## src/rtl/ame_pkg.sv

```systemverilog
// Purpose: Shared codes, lengths and framing helpers for the auth exchange
// Assumes: One octet per link beat, first octet of a message is its type
// Notes:   Value elements carry at most 8 content octets (64-bit values)
package ame_pkg;

  localparam logic [7:0] MT_AUTH_REQ  = 8'h40;
  localparam logic [7:0] MT_AUTH_REP  = 8'h41;
  localparam logic [7:0] EI_SEL       = 8'h0a;
  localparam logic [7:0] EI_CHAL      = 8'h0c;
  localparam logic [7:0] EI_ANS       = 8'h0d;
  localparam logic [7:0] EI_SEED      = 8'h0e;
  localparam int         LEN_SEL      = 5;
  localparam int         LEN_CHAL_STD = 10;
  localparam int         LEN_ANS_STD  = 6;
  localparam int         HDR_LEN      = 2;
  // Algorithm code carried in the selector; value is arbitrary
  localparam logic [7:0] ALG_STD_ID   = 8'h01;
  localparam int         MAX_MSG      = 26;
  localparam int         LEN_E        = 128;
  localparam int         RES_BITS     = 32;
  localparam int         KEY_BITS     = 64;

  typedef enum logic [1:0] {RX_TYPE, RX_EI, RX_LEN, RX_BODY} ame_rxph_t;

  typedef struct packed {
    ame_rxph_t   ph;
    logic [7:0]  mtype;
    logic [7:0]  ei;
    logic [7:0]  left;
    logic [63:0] acc;
    logic [63:0] chal;
    logic [63:0] seed;
    logic [31:0] ans;
    logic [7:0]  alg;
    logic        has_sel;
    logic        has_chal;
    logic        has_seed;
    logic        has_ans;
    logic        err;
  } ame_rx_t;

  // One octet of the element walker; unknown elements are skipped by length
  function automatic ame_rx_t ame_rx_step(input ame_rx_t s, input logic [7:0] d,
                                          input logic last, input int ch_len,
                                          input int ans_len);
    ame_rx_t     r;
    logic [63:0] a;
    r = s;
    a = {s.acc[55:0], d};
    case (s.ph)
      RX_TYPE: begin
        r       = '0;
        r.mtype = d;
        r.ph    = RX_EI;
      end
      RX_EI: begin
        r.ei = d;
        r.ph = RX_LEN;
      end
      RX_LEN: begin
        r.left = d;
        r.acc  = '0;
        r.ph   = (d == 8'h00) ? RX_EI : RX_BODY;
        if ((s.ei == EI_CHAL || s.ei == EI_SEED) && d != 8'(ch_len - HDR_LEN))
          r.err = 1'b1;
        if (s.ei == EI_ANS && d != 8'(ans_len - HDR_LEN))
          r.err = 1'b1;
        if (s.ei == EI_SEL && d != 8'(LEN_SEL - HDR_LEN))
          r.err = 1'b1;
      end
      default: begin
        r.acc  = a; // First content octet ends up most significant
        r.left = s.left - 8'h01;
        if (s.left == 8'h01) begin
          r.ph = RX_EI;
          if (s.ei == EI_CHAL) begin
            r.chal     = a;
            r.has_chal = 1'b1;
          end else if (s.ei == EI_SEED) begin
            r.seed     = a;
            r.has_seed = 1'b1;
          end else if (s.ei == EI_ANS) begin
            r.ans     = a[31:0];
            r.has_ans = 1'b1;
          end else if (s.ei == EI_SEL) begin
            r.alg     = a[23:16];
            r.has_sel = 1'b1;
          end // Other elements fall through unused
        end
      end
    endcase
    if (last) begin
      if (r.ph != RX_EI)
        r.err = 1'b1; // Message cut inside an element
      r.ph = RX_TYPE;
    end
    return r;
  endfunction

  // Appends EI, length octet and big-endian content at octet position cnt
  function automatic logic [8*MAX_MSG-1:0] ame_app(input logic [8*MAX_MSG-1:0] msg,
                                                   input int cnt, input logic [7:0] ei,
                                                   input int total, input logic [63:0] val);
    logic [8*MAX_MSG-1:0] m;
    logic [7:0]           b;
    int                   n;
    m = msg;
    n = total - HDR_LEN;
    for (int i = 0; i < MAX_MSG; i++) begin
      b = 8'h00;
      if (i < total && cnt + i < MAX_MSG) begin
        if (i == 0)
          b = ei;
        else if (i == 1)
          b = 8'(n);
        else
          b = val[8*(n-1-(i-2)) +: 8];
        m[8*(MAX_MSG-1-(cnt+i)) +: 8] = b;
      end
    end
    return m;
  endfunction

  function automatic logic [RES_BITS-1:0] ame_res(input logic [LEN_E-1:0] e);
    logic [RES_BITS-1:0] r;
    for (int i = 0; i < RES_BITS; i++)
      r[i] = e[i % LEN_E];
    return r;
  endfunction

  function automatic logic [KEY_BITS-1:0] ame_key(input logic [LEN_E-1:0] e);
    logic [KEY_BITS-1:0] k;
    for (int i = 0; i < KEY_BITS; i++)
      k[i] = e[(i + RES_BITS) % LEN_E];
    return k;
  endfunction

endpackage

```

## src/rtl/ame_link_if.sv

```systemverilog
// Purpose: Octet link between the fixed end and the portable end
// Assumes: Both ends on the same clock, no back-pressure
// Notes:   last marks the final octet of a message
`timescale 1ns/1ps
interface ame_link_if;
  logic       f2p_valid;
  logic [7:0] f2p_data;
  logic       f2p_last;
  logic       p2f_valid;
  logic [7:0] p2f_data;
  logic       p2f_last;

  modport fixed_end (output f2p_valid, output f2p_data, output f2p_last,
                     input p2f_valid, input p2f_data, input p2f_last);
  modport portable_end (input f2p_valid, input f2p_data, input f2p_last,
                        output p2f_valid, output p2f_data, output p2f_last);
endinterface

```

## src/rtl/ame_portable_end.sv

```systemverilog
// Purpose: Portable end of the authentication message exchange
// Assumes: User logic supplies the algorithm output and expected answers
// Notes:   One exchange at a time; a request seen while busy starts no new exchange
`timescale 1ns/1ps
module ame_portable_end import ame_pkg::*; #(
  parameter int         CH_BYTES  = LEN_CHAL_STD,
  parameter int         ANS_BYTES = LEN_ANS_STD,
  parameter logic [7:0] ALG_ID    = ALG_STD_ID
) (
  input  wire logic                clk,
  input  wire logic                sys_rst,
  ame_link_if.portable_end         link,
  input  wire logic                auth_fs_start,
  input  wire logic [63:0]         pchal_in,
  input  wire logic                key_alloc_in,
  input  wire logic [31:0]         kalloc_ans_in,
  input  wire logic                pans_valid,
  input  wire logic [LEN_E-1:0]    alg_out_in,
  input  wire logic                xfans_valid,
  input  wire logic [31:0]         xfans_in,
  output logic                     busy,
  output logic                     req_valid,
  output logic                     reply_valid,
  output logic [63:0]              rx_seed,
  output logic [63:0]              rx_fchal,
  output logic [31:0]              rx_fans,
  output logic                     fs_ok,
  output logic                     call_drop,
  output logic                     proto_err,
  output logic [KEY_BITS-1:0]      key_out
);

  typedef enum {P_IDLE, P_WAIT_REPLY, P_WAIT_ANS, P_WAIT_XFANS} ame_pstate_t;

  ame_pstate_t          state_ff;
  ame_pstate_t          nxt_state;
  ame_rx_t              rx_ff;
  ame_rx_t              nxt_rx;
  logic [8*MAX_MSG-1:0] tx_msg_ff;
  logic [8*MAX_MSG-1:0] nxt_msg;
  logic [7:0]           tx_left_ff;
  logic [7:0]           nxt_len;
  logic                 load;
  logic                 rx_done;
  logic                 is_req;
  logic                 is_rep;
  logic                 req_ok;
  logic                 rep_ok;
  logic                 req_valid_ff;
  logic                 reply_valid_ff;
  logic [63:0]          seed_ff;
  logic [63:0]          fchal_ff;
  logic [31:0]          fans_ff;
  logic                 ok_ff;
  logic                 drop_ff;
  logic                 err_ff;
  logic [KEY_BITS-1:0]  key_ff;

  always_comb nxt_rx = ame_rx_step(rx_ff, link.f2p_data, link.f2p_last, CH_BYTES, ANS_BYTES);

  assign rx_done = link.f2p_valid && link.f2p_last;
  assign is_req  = nxt_rx.mtype == MT_AUTH_REQ;
  assign is_rep  = nxt_rx.mtype == MT_AUTH_REP;
  assign req_ok  = !nxt_rx.err && nxt_rx.has_sel && nxt_rx.alg == ALG_ID &&
                   nxt_rx.has_seed && nxt_rx.has_chal;
  assign rep_ok  = !nxt_rx.err && nxt_rx.has_seed && nxt_rx.has_ans;

  always_ff @(posedge clk) begin
    if (sys_rst)
      rx_ff <= '0;
    else if (link.f2p_valid)
      rx_ff <= nxt_rx;
  end

  always_comb begin
    nxt_state = state_ff;
    load      = 1'b0;
    nxt_msg   = {MT_AUTH_REQ, {(8*(MAX_MSG-1)){1'b0}}};
    nxt_len   = 8'h00;
    case (state_ff)
      P_IDLE: begin
        if (rx_done && is_req && req_ok) begin
          nxt_state = P_WAIT_ANS;
        end else if (auth_fs_start && tx_left_ff == 8'h00) begin
          load    = 1'b1; // Fresh challenge toward the fixed end
          nxt_msg = ame_app(nxt_msg, 1, EI_SEL, LEN_SEL, 64'({ALG_ID, 16'h0000}));
          nxt_msg = ame_app(nxt_msg, 1 + LEN_SEL, EI_CHAL, CH_BYTES, pchal_in);
          nxt_len = 8'(1 + LEN_SEL + CH_BYTES);
          if (key_alloc_in) begin
            nxt_msg = ame_app(nxt_msg, 1 + LEN_SEL + CH_BYTES, EI_ANS, ANS_BYTES,
                              64'(kalloc_ans_in));
            nxt_len = 8'(1 + LEN_SEL + CH_BYTES + ANS_BYTES);
          end
          nxt_state = P_WAIT_REPLY;
        end
      end
      P_WAIT_REPLY: begin
        if (rx_done && is_rep)
          nxt_state = rep_ok ? P_WAIT_XFANS : P_IDLE;
      end
      P_WAIT_ANS: begin
        if (pans_valid && tx_left_ff == 8'h00) begin
          load      = 1'b1;
          nxt_msg   = {MT_AUTH_REP, {(8*(MAX_MSG-1)){1'b0}}};
          nxt_msg   = ame_app(nxt_msg, 1, EI_ANS, ANS_BYTES,
                              64'(ame_res(alg_out_in)));
          nxt_len   = 8'(1 + ANS_BYTES);
          nxt_state = P_IDLE;
        end
      end
      default: begin
        if (xfans_valid)
          nxt_state = P_IDLE;
      end
    endcase
  end

  always_ff @(posedge clk) begin
    if (sys_rst)
      state_ff <= P_IDLE;
    else
      state_ff <= nxt_state;
  end

  always_ff @(posedge clk) begin
    if (sys_rst) begin
      tx_msg_ff  <= '0;
      tx_left_ff <= 8'h00;
    end else if (load) begin
      tx_msg_ff  <= nxt_msg;
      tx_left_ff <= nxt_len;
    end else if (tx_left_ff != 8'h00) begin
      tx_msg_ff  <= tx_msg_ff << 8;
      tx_left_ff <= tx_left_ff - 8'h01;
    end
  end

  always_ff @(posedge clk) begin
    if (sys_rst) begin
      req_valid_ff   <= 1'b0;
      reply_valid_ff <= 1'b0;
      seed_ff        <= '0;
      fchal_ff       <= '0;
      fans_ff        <= '0;
    end else begin
      req_valid_ff   <= state_ff == P_IDLE && nxt_state == P_WAIT_ANS;
      reply_valid_ff <= state_ff == P_WAIT_REPLY && nxt_state == P_WAIT_XFANS;
      if (rx_done && (is_req || is_rep)) begin
        seed_ff  <= nxt_rx.seed;
        fchal_ff <= nxt_rx.chal;
        fans_ff  <= nxt_rx.ans;
      end
    end
  end

  always_ff @(posedge clk) begin
    if (sys_rst) begin
      ok_ff   <= 1'b0;
      drop_ff <= 1'b0;
      err_ff  <= 1'b0;
      key_ff  <= '0;
    end else begin
      ok_ff   <= state_ff == P_WAIT_XFANS && xfans_valid && xfans_in == fans_ff;
      drop_ff <= state_ff == P_WAIT_XFANS && xfans_valid && xfans_in != fans_ff;
      err_ff  <= rx_done && ((is_req && !req_ok) || (is_rep && !rep_ok));
      if (state_ff == P_WAIT_ANS && load)
        key_ff <= ame_key(alg_out_in);
    end
  end

  assign busy           = state_ff != P_IDLE;
  assign req_valid      = req_valid_ff;
  assign reply_valid    = reply_valid_ff;
  assign rx_seed        = seed_ff;
  assign rx_fchal       = fchal_ff;
  assign rx_fans        = fans_ff;
  assign fs_ok          = ok_ff;
  assign call_drop      = drop_ff;
  assign proto_err      = err_ff;
  assign key_out        = key_ff;
  assign link.p2f_valid = tx_left_ff != 8'h00;
  assign link.p2f_last  = tx_left_ff == 8'h01;
  assign link.p2f_data  = tx_msg_ff[8*MAX_MSG-1 -: 8];

endmodule

```

## src/flat_wrapper.sv

```systemverilog
// flat-port wrapper written by rule: the top's interface ports become plain ports
module ame_portable_end_flat import ame_pkg::*;
#(
  parameter int         CH_BYTES  = LEN_CHAL_STD,
  parameter int         ANS_BYTES = LEN_ANS_STD,
  parameter logic [7:0] ALG_ID    = ALG_STD_ID
)
  (clk, sys_rst, auth_fs_start, pchal_in, key_alloc_in, kalloc_ans_in, pans_valid, alg_out_in, xfans_valid, xfans_in, busy, req_valid, reply_valid, rx_seed, rx_fchal, rx_fans, fs_ok, call_drop, proto_err, key_out, link_f2p_valid, link_f2p_data, link_f2p_last, link_p2f_valid, link_p2f_data, link_p2f_last);
  ame_link_if link_i ();
  input  wire logic clk;
  input  wire logic sys_rst;
  input  wire logic auth_fs_start;
  input  wire logic [63:0] pchal_in;
  input  wire logic key_alloc_in;
  input  wire logic [31:0] kalloc_ans_in;
  input  wire logic pans_valid;
  input  wire logic [LEN_E-1:0] alg_out_in;
  input  wire logic xfans_valid;
  input  wire logic [31:0] xfans_in;
  output logic busy;
  output logic req_valid;
  output logic reply_valid;
  output logic [63:0] rx_seed;
  output logic [63:0] rx_fchal;
  output logic [31:0] rx_fans;
  output logic fs_ok;
  output logic call_drop;
  output logic proto_err;
  output logic [KEY_BITS-1:0] key_out;
  input wire logic [$bits(link_i.f2p_valid)-1:0] link_f2p_valid;
  input wire logic [$bits(link_i.f2p_data)-1:0] link_f2p_data;
  input wire logic [$bits(link_i.f2p_last)-1:0] link_f2p_last;
  output wire logic [$bits(link_i.p2f_valid)-1:0] link_p2f_valid;
  output wire logic [$bits(link_i.p2f_data)-1:0] link_p2f_data;
  output wire logic [$bits(link_i.p2f_last)-1:0] link_p2f_last;
  assign link_i.f2p_valid = link_f2p_valid;
  assign link_i.f2p_data = link_f2p_data;
  assign link_i.f2p_last = link_f2p_last;
  assign link_p2f_valid = link_i.p2f_valid;
  assign link_p2f_data = link_i.p2f_data;
  assign link_p2f_last = link_i.p2f_last;
  ame_portable_end #(.CH_BYTES(CH_BYTES), .ANS_BYTES(ANS_BYTES), .ALG_ID(ALG_ID)) u_core (.clk(clk), .sys_rst(sys_rst), .link(link_i), .auth_fs_start(auth_fs_start), .pchal_in(pchal_in), .key_alloc_in(key_alloc_in), .kalloc_ans_in(kalloc_ans_in), .pans_valid(pans_valid), .alg_out_in(alg_out_in), .xfans_valid(xfans_valid), .xfans_in(xfans_in), .busy(busy), .req_valid(req_valid), .reply_valid(reply_valid), .rx_seed(rx_seed), .rx_fchal(rx_fchal), .rx_fans(rx_fans), .fs_ok(fs_ok), .call_drop(call_drop), .proto_err(proto_err), .key_out(key_out));
endmodule
```

## config.mk

```make
export PLATFORM = sky130hd
export DESIGN_NAME = ame_portable_end_flat
export DESIGN_NICKNAME = d
export VERILOG_FILES = /design/src/rtl/ame_pkg.sv /design/src/rtl/ame_link_if.sv /design/src/rtl/ame_portable_end.sv /design/src/flat_wrapper.sv
export SDC_FILE = /design/constraint.sdc
export NUM_CORES = 1
export LEC_CHECK = 0
export ABC_AREA = 1
export BUFFER_PORTS_ARGS = -buffer_cell sky130_fd_sc_hd__buf_2
export CORE_ASPECT_RATIO = 0.9
export CORE_UTILIZATION = 41
export DETAILED_ROUTE_END_ITERATION = 10
export GPL_TIMING_DRIVEN = 0
export HOLD_SLACK_MARGIN = 0.08
export SYNTH_ARGS = -nofsm -noshare
export SYNTH_HDL_FRONTEND = slang
export SYNTH_SLANG_ARGS = --single-unit
```

## constraint.sdc

```tcl
create_clock -name clk -period 7.58 [get_ports clk]
set_clock_uncertainty 0.1 [all_clocks]
set_input_delay 0 -clock clk [delete_from_list [all_inputs] [get_ports clk]]
set_output_delay 0 -clock clk [all_outputs]
set_load 0.03 [all_outputs]
```

Yosys cells after proc, flatten, opt, wreduce, memory -nomap -nowiden
Cells that the tools add are included.
- flip-flop bits (word level): 732
- input bits: 272
- add/subtract/negate cells: 2
- eq/ne operators: 24
- muxes and demuxes: 52
- bitwise gates (word level): 1
- reduce and logical (&&, ||, !) cells: 43
- operators with widths (kind ; number):
    208-bit two-way mux ; 3
    208-bit one-hot mux with 2 select lines ; 1
    172-bit one-hot mux with 2 select lines ; 1
    72-bit one-hot mux with 3 select lines ; 1
    201-bit two-way mux ; 1
    196-bit two-way mux ; 1
    32-bit two-way mux ; 6
    172-bit two-way mux ; 1
    32-bit by 3-bit equality test with 1-bit output (second input constant) ; 4
    64-bit two-way mux ; 2
    105-bit two-way mux ; 1
    32-bit one-hot mux with 3 select lines ; 1
    76-bit two-way mux ; 1
    32-bit by 2-bit equality test with 1-bit output (second input constant) ; 2
    32-bit zero test ; 2
    41-bit two-way mux ; 1
    8-bit two-way mux ; 5
    32-bit by 1-bit equality test with 1-bit output (second input constant) ; 1
    32-bit equality test ; 1
    8-bit by 4-bit equality test with 1-bit output (second input constant) ; 4
    32-bit != test ; 1
    8-bit one-hot mux with 2 select lines ; 2
    32-bit nonzero test ; 1
    1-bit logical AND ; 25
    other kinds (24) ; 53

Depth between registers and ports, before layout
- word-level depth: 19
- mapped depth: 21
- mapped depth without buffers: 19

Worst setup path after synthesis
No wires, ideal clock.
- path kind: register to register
- start point: register u_core.rx_ff[261] (netlist name)
- end point: register u_core.tx_msg_ff[183]
- arrival: 2.459 ns
- data required time: 7.367 ns
- path slack: 4.907 ns
- stages on the path, launching flop included: 20
- path buffers: 3
- clock period less this slack: 2.673 ns
- cell sequence: dfxtp_1 > inv_1 > ha_1 > nor2_2 > inv_1 > buf_2 > o21ai_1 > nor2_1 > nor2_1 > nand2_1 > nor2_2 > nand3_2 > nand3_4 > nand2_4 > inv_2 > nand2_2 > buf_6 > buf_4 > o21ai_1 > nor2_1
- word-level cells in the longest chain between the ends: 14
- elaborated cells on any way between the ends: 27
- RTL lines (item ; line ; source):
    start: declaration ; ame_portable_end.sv:37 ; ame_rx_t rx_ff;
    start signal: assignment ; ame_portable_end.sv:72 ; rx_ff <= nxt_rx;
    2-bit equality test, or another cell as far along ; ame_pkg.sv:50 ; case (s.ph)
    2-bit one-hot mux with 3 select lines ; ame_pkg.sv:50 ;
    2-bit by 1-bit != test with 1-bit output ; ame_pkg.sv:93 ; if (r.ph != RX_EI)
    1-bit two-way mux ; ame_pkg.sv:93 ;
    1-bit two-way mux ; ame_pkg.sv:92 ; if (last) begin
    1-bit zero test ; ame_portable_end.sv:64 ; assign req_ok = !nxt_rx.err && nxt_rx.has_sel && nxt_rx.alg == ALG_ID &&
    1-bit logical AND (3 in a row) ; ame_portable_end.sv:64 ;
    1-bit logical AND ; ame_portable_end.sv:65 ; nxt_rx.has_seed && nxt_rx.has_chal;
    1-bit logical AND * ; ame_portable_end.sv:82 ; if (rx_done && is_req && req_ok) begin
    208-bit two-way mux or 1-bit two-way mux (tied branches) ; ame_portable_end.sv:82 ;
    208-bit one-hot mux with 2 select lines or 1-bit one-hot mux with 2 select lines (tied branches) ; ame_portable_end.sv:80 ; case (state_ff)
    208-bit two-way mux or 2-bit nonzero test (tied branches) ; -- ;
    end signal: assignment ; ame_portable_end.sv:130 ; tx_msg_ff <= nxt_msg;
    end signal: assignment ; ame_portable_end.sv:133 ; tx_msg_ff <= tx_msg_ff << 8;
    end: declaration ; ame_portable_end.sv:39 ; logic [8*MAX_MSG-1:0] tx_msg_ff;
Every way passes the cells marked *; elsewhere a longest branch is shown, timed or not.
A chain may end at the register's enable or synchronous reset.

Final worst setup path
- start point: register u_core.rx_ff[261] (netlist name)
- end point: register u_core.seed_ff[4], in the netlist u_core.rx_seed[4]
- word-level cells in the longest chain between the ends: 5
- elaborated cells on any way between the ends: 10
- RTL lines (item ; line ; source):
    2-bit zero test ; ame_pkg.sv:50 ;
    8-bit two-way mux ; ame_pkg.sv:50 ;
    8-bit by 7-bit equality test with 1-bit output (on tied branches) ; ame_portable_end.sv:62, ame_portable_end.sv:63 ;
    1-bit logical OR ; ame_portable_end.sv:148 ; if (rx_done && (is_req || is_rep)) begin
    1-bit logical AND ; ame_portable_end.sv:148 ;
    end signal: assignment ; ame_portable_end.sv:149 ; seed_ff <= nxt_rx.seed;
    end: declaration ; ame_portable_end.sv:51 ; logic [63:0] seed_ff;
Parallel ways exist; a longest one is shown, timed or not.

==> results_dict.tcl <==
set metrics [dict create \
    first_pass_iters 6 \
    fin_crit_sh_pct 54.5 \
    yosysSeqAreaShare_pct 45.3 \
    tightest_slew_ps 1280 \
    grt_max_degree 14 \
    placed_cells 5996 \
    avgSynthCellArea_sq_um 6.79 \
    grt-ovfl-total 0 \
    cts.sinks 700 \
    dpl_cell_area_sq_um 34500 \
    setup_violations 0 \
    pre_cts_ws_ps 3690 \
    ys_types 45 \
    grt_pass1_wl_microns 170000 \
    dieArea_sq_um 76500 \
    ant_nets 0 \
    power_leakage_nw 19.2 \
    fmax_ghz 0.242 \
    yosys-top-cells-area "dfxtp_1, o21ai_0, a21oi_1, nand2_1, inv_1" \
    min_path_type "input pin to flop" \
    yosys_register_bits 700 \
    clk_latency_ps 620 \
    mostFrequentLayoutCells "nand2_1, dfxtp_1, inv_1" \
    track_usage_pct 28.1 \
    dr_total_vias 32466 \
    fp.dieW_microns 291 \
    cts_setup_buffers 0 \
    synthCells 4553 \
    start_util_pct 41.4 \
    layout_min_cycle_time_ps 4130 \
    finalHoldViolCount 0 \
    synth_warnings 0 \
    cp-start-kind "flop" \
    chipHeight_microns 262 \
    p_per_area_nw_per_um2 280 \
    fin_ws_ps 3450 \
    tns_ps 0 \
    worstSetupEndpointType "flop" \
    ir_drop_mv 0.213 \
    core_area_sq_um 74600 \
    max_cap_violations 0 \
    fin_nets 5696 \
    root_buffer "clkbuf_16" \
    grt_pass1_vias 30363 \
    finalMaxSlewViolations 0 \
    syn-num-nets 4833 \
    io_pins 512 \
    worst_ep_arrival_time_ps 4590 \
    drive_above_1_share_pct 12.5 \
    cp_max_fo 10 \
    fin_worst_hold_slack_ps 124 \
    area_delta_synth_final_pct 30.1 \
    rsz0062_at_grt "no" \
    routabilityCongestion 0.922 \
    netlist_area_sq_um 30900 \
    crit_type "flop to flop" \
    htreeDepth 3 \
    path_clk_slew_ps 60 \
    finalInstanceArea_sq_um 40200 \
    crit_required_ps 8040 \
    synth.top_cell.area_share_pct 45.3 \
    final_cells 6446 \
    final_common_cell "nand2_1" \
    avgRoutedWirePerCell_microns 17.3 \
    antenna_found_initial 3 \
    yosys.area.top_type "dfxtp_1" \
    io_buffers 472 \
    power_mw 11.3 \
    postLayoutCoreUtil_pct 53.9 \
    relSlewSlack_pct 14.5 \
    clk_path_buf_depth 3 \
    status "completed" \
    drt_wl_total_microns 111000 \
    fp-row-count 95 \
    numCtsBuffers 75 \
    drc 0 \
    avgViaCountPerCell 5.04 \
    cts_tree "built" \
    drtIter0Drc 2722 \
    dp_hpwl_microns 77700 \
]
[kinds of logic after synthesis]
kind of cell	synth area share [%]
simple gates	20.4
compound gates	20.3
buf+inv	12.8
flops	45.3
xor+xnor	0.879
fa+ha+maj	0.324
[worst paths after layout]
kind / start / end / slack [ps] / depth (start not counted)
max: u_core.rx_ff[261]$_SDFFE_PP0P_ / u_core.rx_seed[4]$_SDFFE_PP0P_ / 3450 / 14
min: alg_out_in[51] / u_core.key_out[19]$_SDFFE_PP0P_ / 120 / 4
max reg2reg: u_core.rx_ff[261]$_SDFFE_PP0P_ / u_core.rx_seed[4]$_SDFFE_PP0P_ / 3450 / 14
min reg2reg: u_core.state_ff[30]$_SDFF_PP0_ / u_core.state_ff[30]$_SDFF_PP0_ / 340 / 2
[layer usage]
| layer | global-route usage [%] | up-vias | wire [microns] |
|---|---|---|---|
| li1 | - | 16039 | - |
| met1 | 37.8 | 14983 | 49700 |
| met2 | 45.2 | 1157 | 50200 |
| met3 | 4.06 | 285 | 7020 |
| met4 | 11.2 | 2 | 4440 |
| met5 | 0 | - | 13 |
[critical path: stages (launching register included)]
cell and delay, ps:
dfxtp_1 400, inv_1 90, ha_1 280, buf_2 210, nand2_1 70, o21ai_0 130, nor2_1 180, o2111ai_1 190
nor2_1 380, clkbuf_1 970, clkbuf_1 660, nor2_1 100, nor2_1 100, o21ai_0 110, inv_1 70
[sequential cells by signal, indices dropped and copies added (netlist names)]
register / flops
u_core.tx_left_ff: 8
u_core.reply_valid: 1
u_core.fs_ok: 1
u_core.rx_fchal: 64
u_core.rx_seed: 64
u_core.key_out: 64
u_core.call_drop: 1
u_core.req_valid: 1
u_core.proto_err: 1
u_core.state_ff: 32
u_core.rx_fans: 32
u_core.rx_ff: 255
u_core.tx_msg_ff: 176
[synthesized netlist by cell type (all sizes together)]
cell,count
inv,690
nor3b,3
nor4,7
and2,1
clkinv,1
o21a,10
nand4,23
o211ai,5
ha,8
xor2,21
dfxtp,700
buf,84
a31oi,3
o21bai,1
or2,6
o2111ai,1
nor2,686
o21ai,666
nor3,41
xnor2,10
clkbuf,239
a211oi,6
nor4b,1
o221ai,1
a21oi,531
a221oi,7
nand2,706
nand3,95
[area by class of cell]
class | count | area [sq um]
clock inverter | 29 | 335
timing repair buffer | 786 | 5500
antenna | 2 | 5.00
buffer | 323 | 1360
multi-input combinational | 2839 | 12900
fill | 7281 | 34400
inverter | 691 | 2590
sequential | 700 | 14000
tap | 970 | 1210
clock buffer | 106 | 2240
[report_power, final]
part	total [mW]	internal, mW	switching (mW)
Clock	3.86	2.27	1.59
Sequential	4.28	4.07	0.208
Combinational	3.12	1.06	2.05
[what timing repair did]
action | CTS | global route
endpoints found under the hold margin | 293 | 0
hold buffers | 313 | 0
resized for setup | 0 | 0
(Power assumes the default switching activity.)
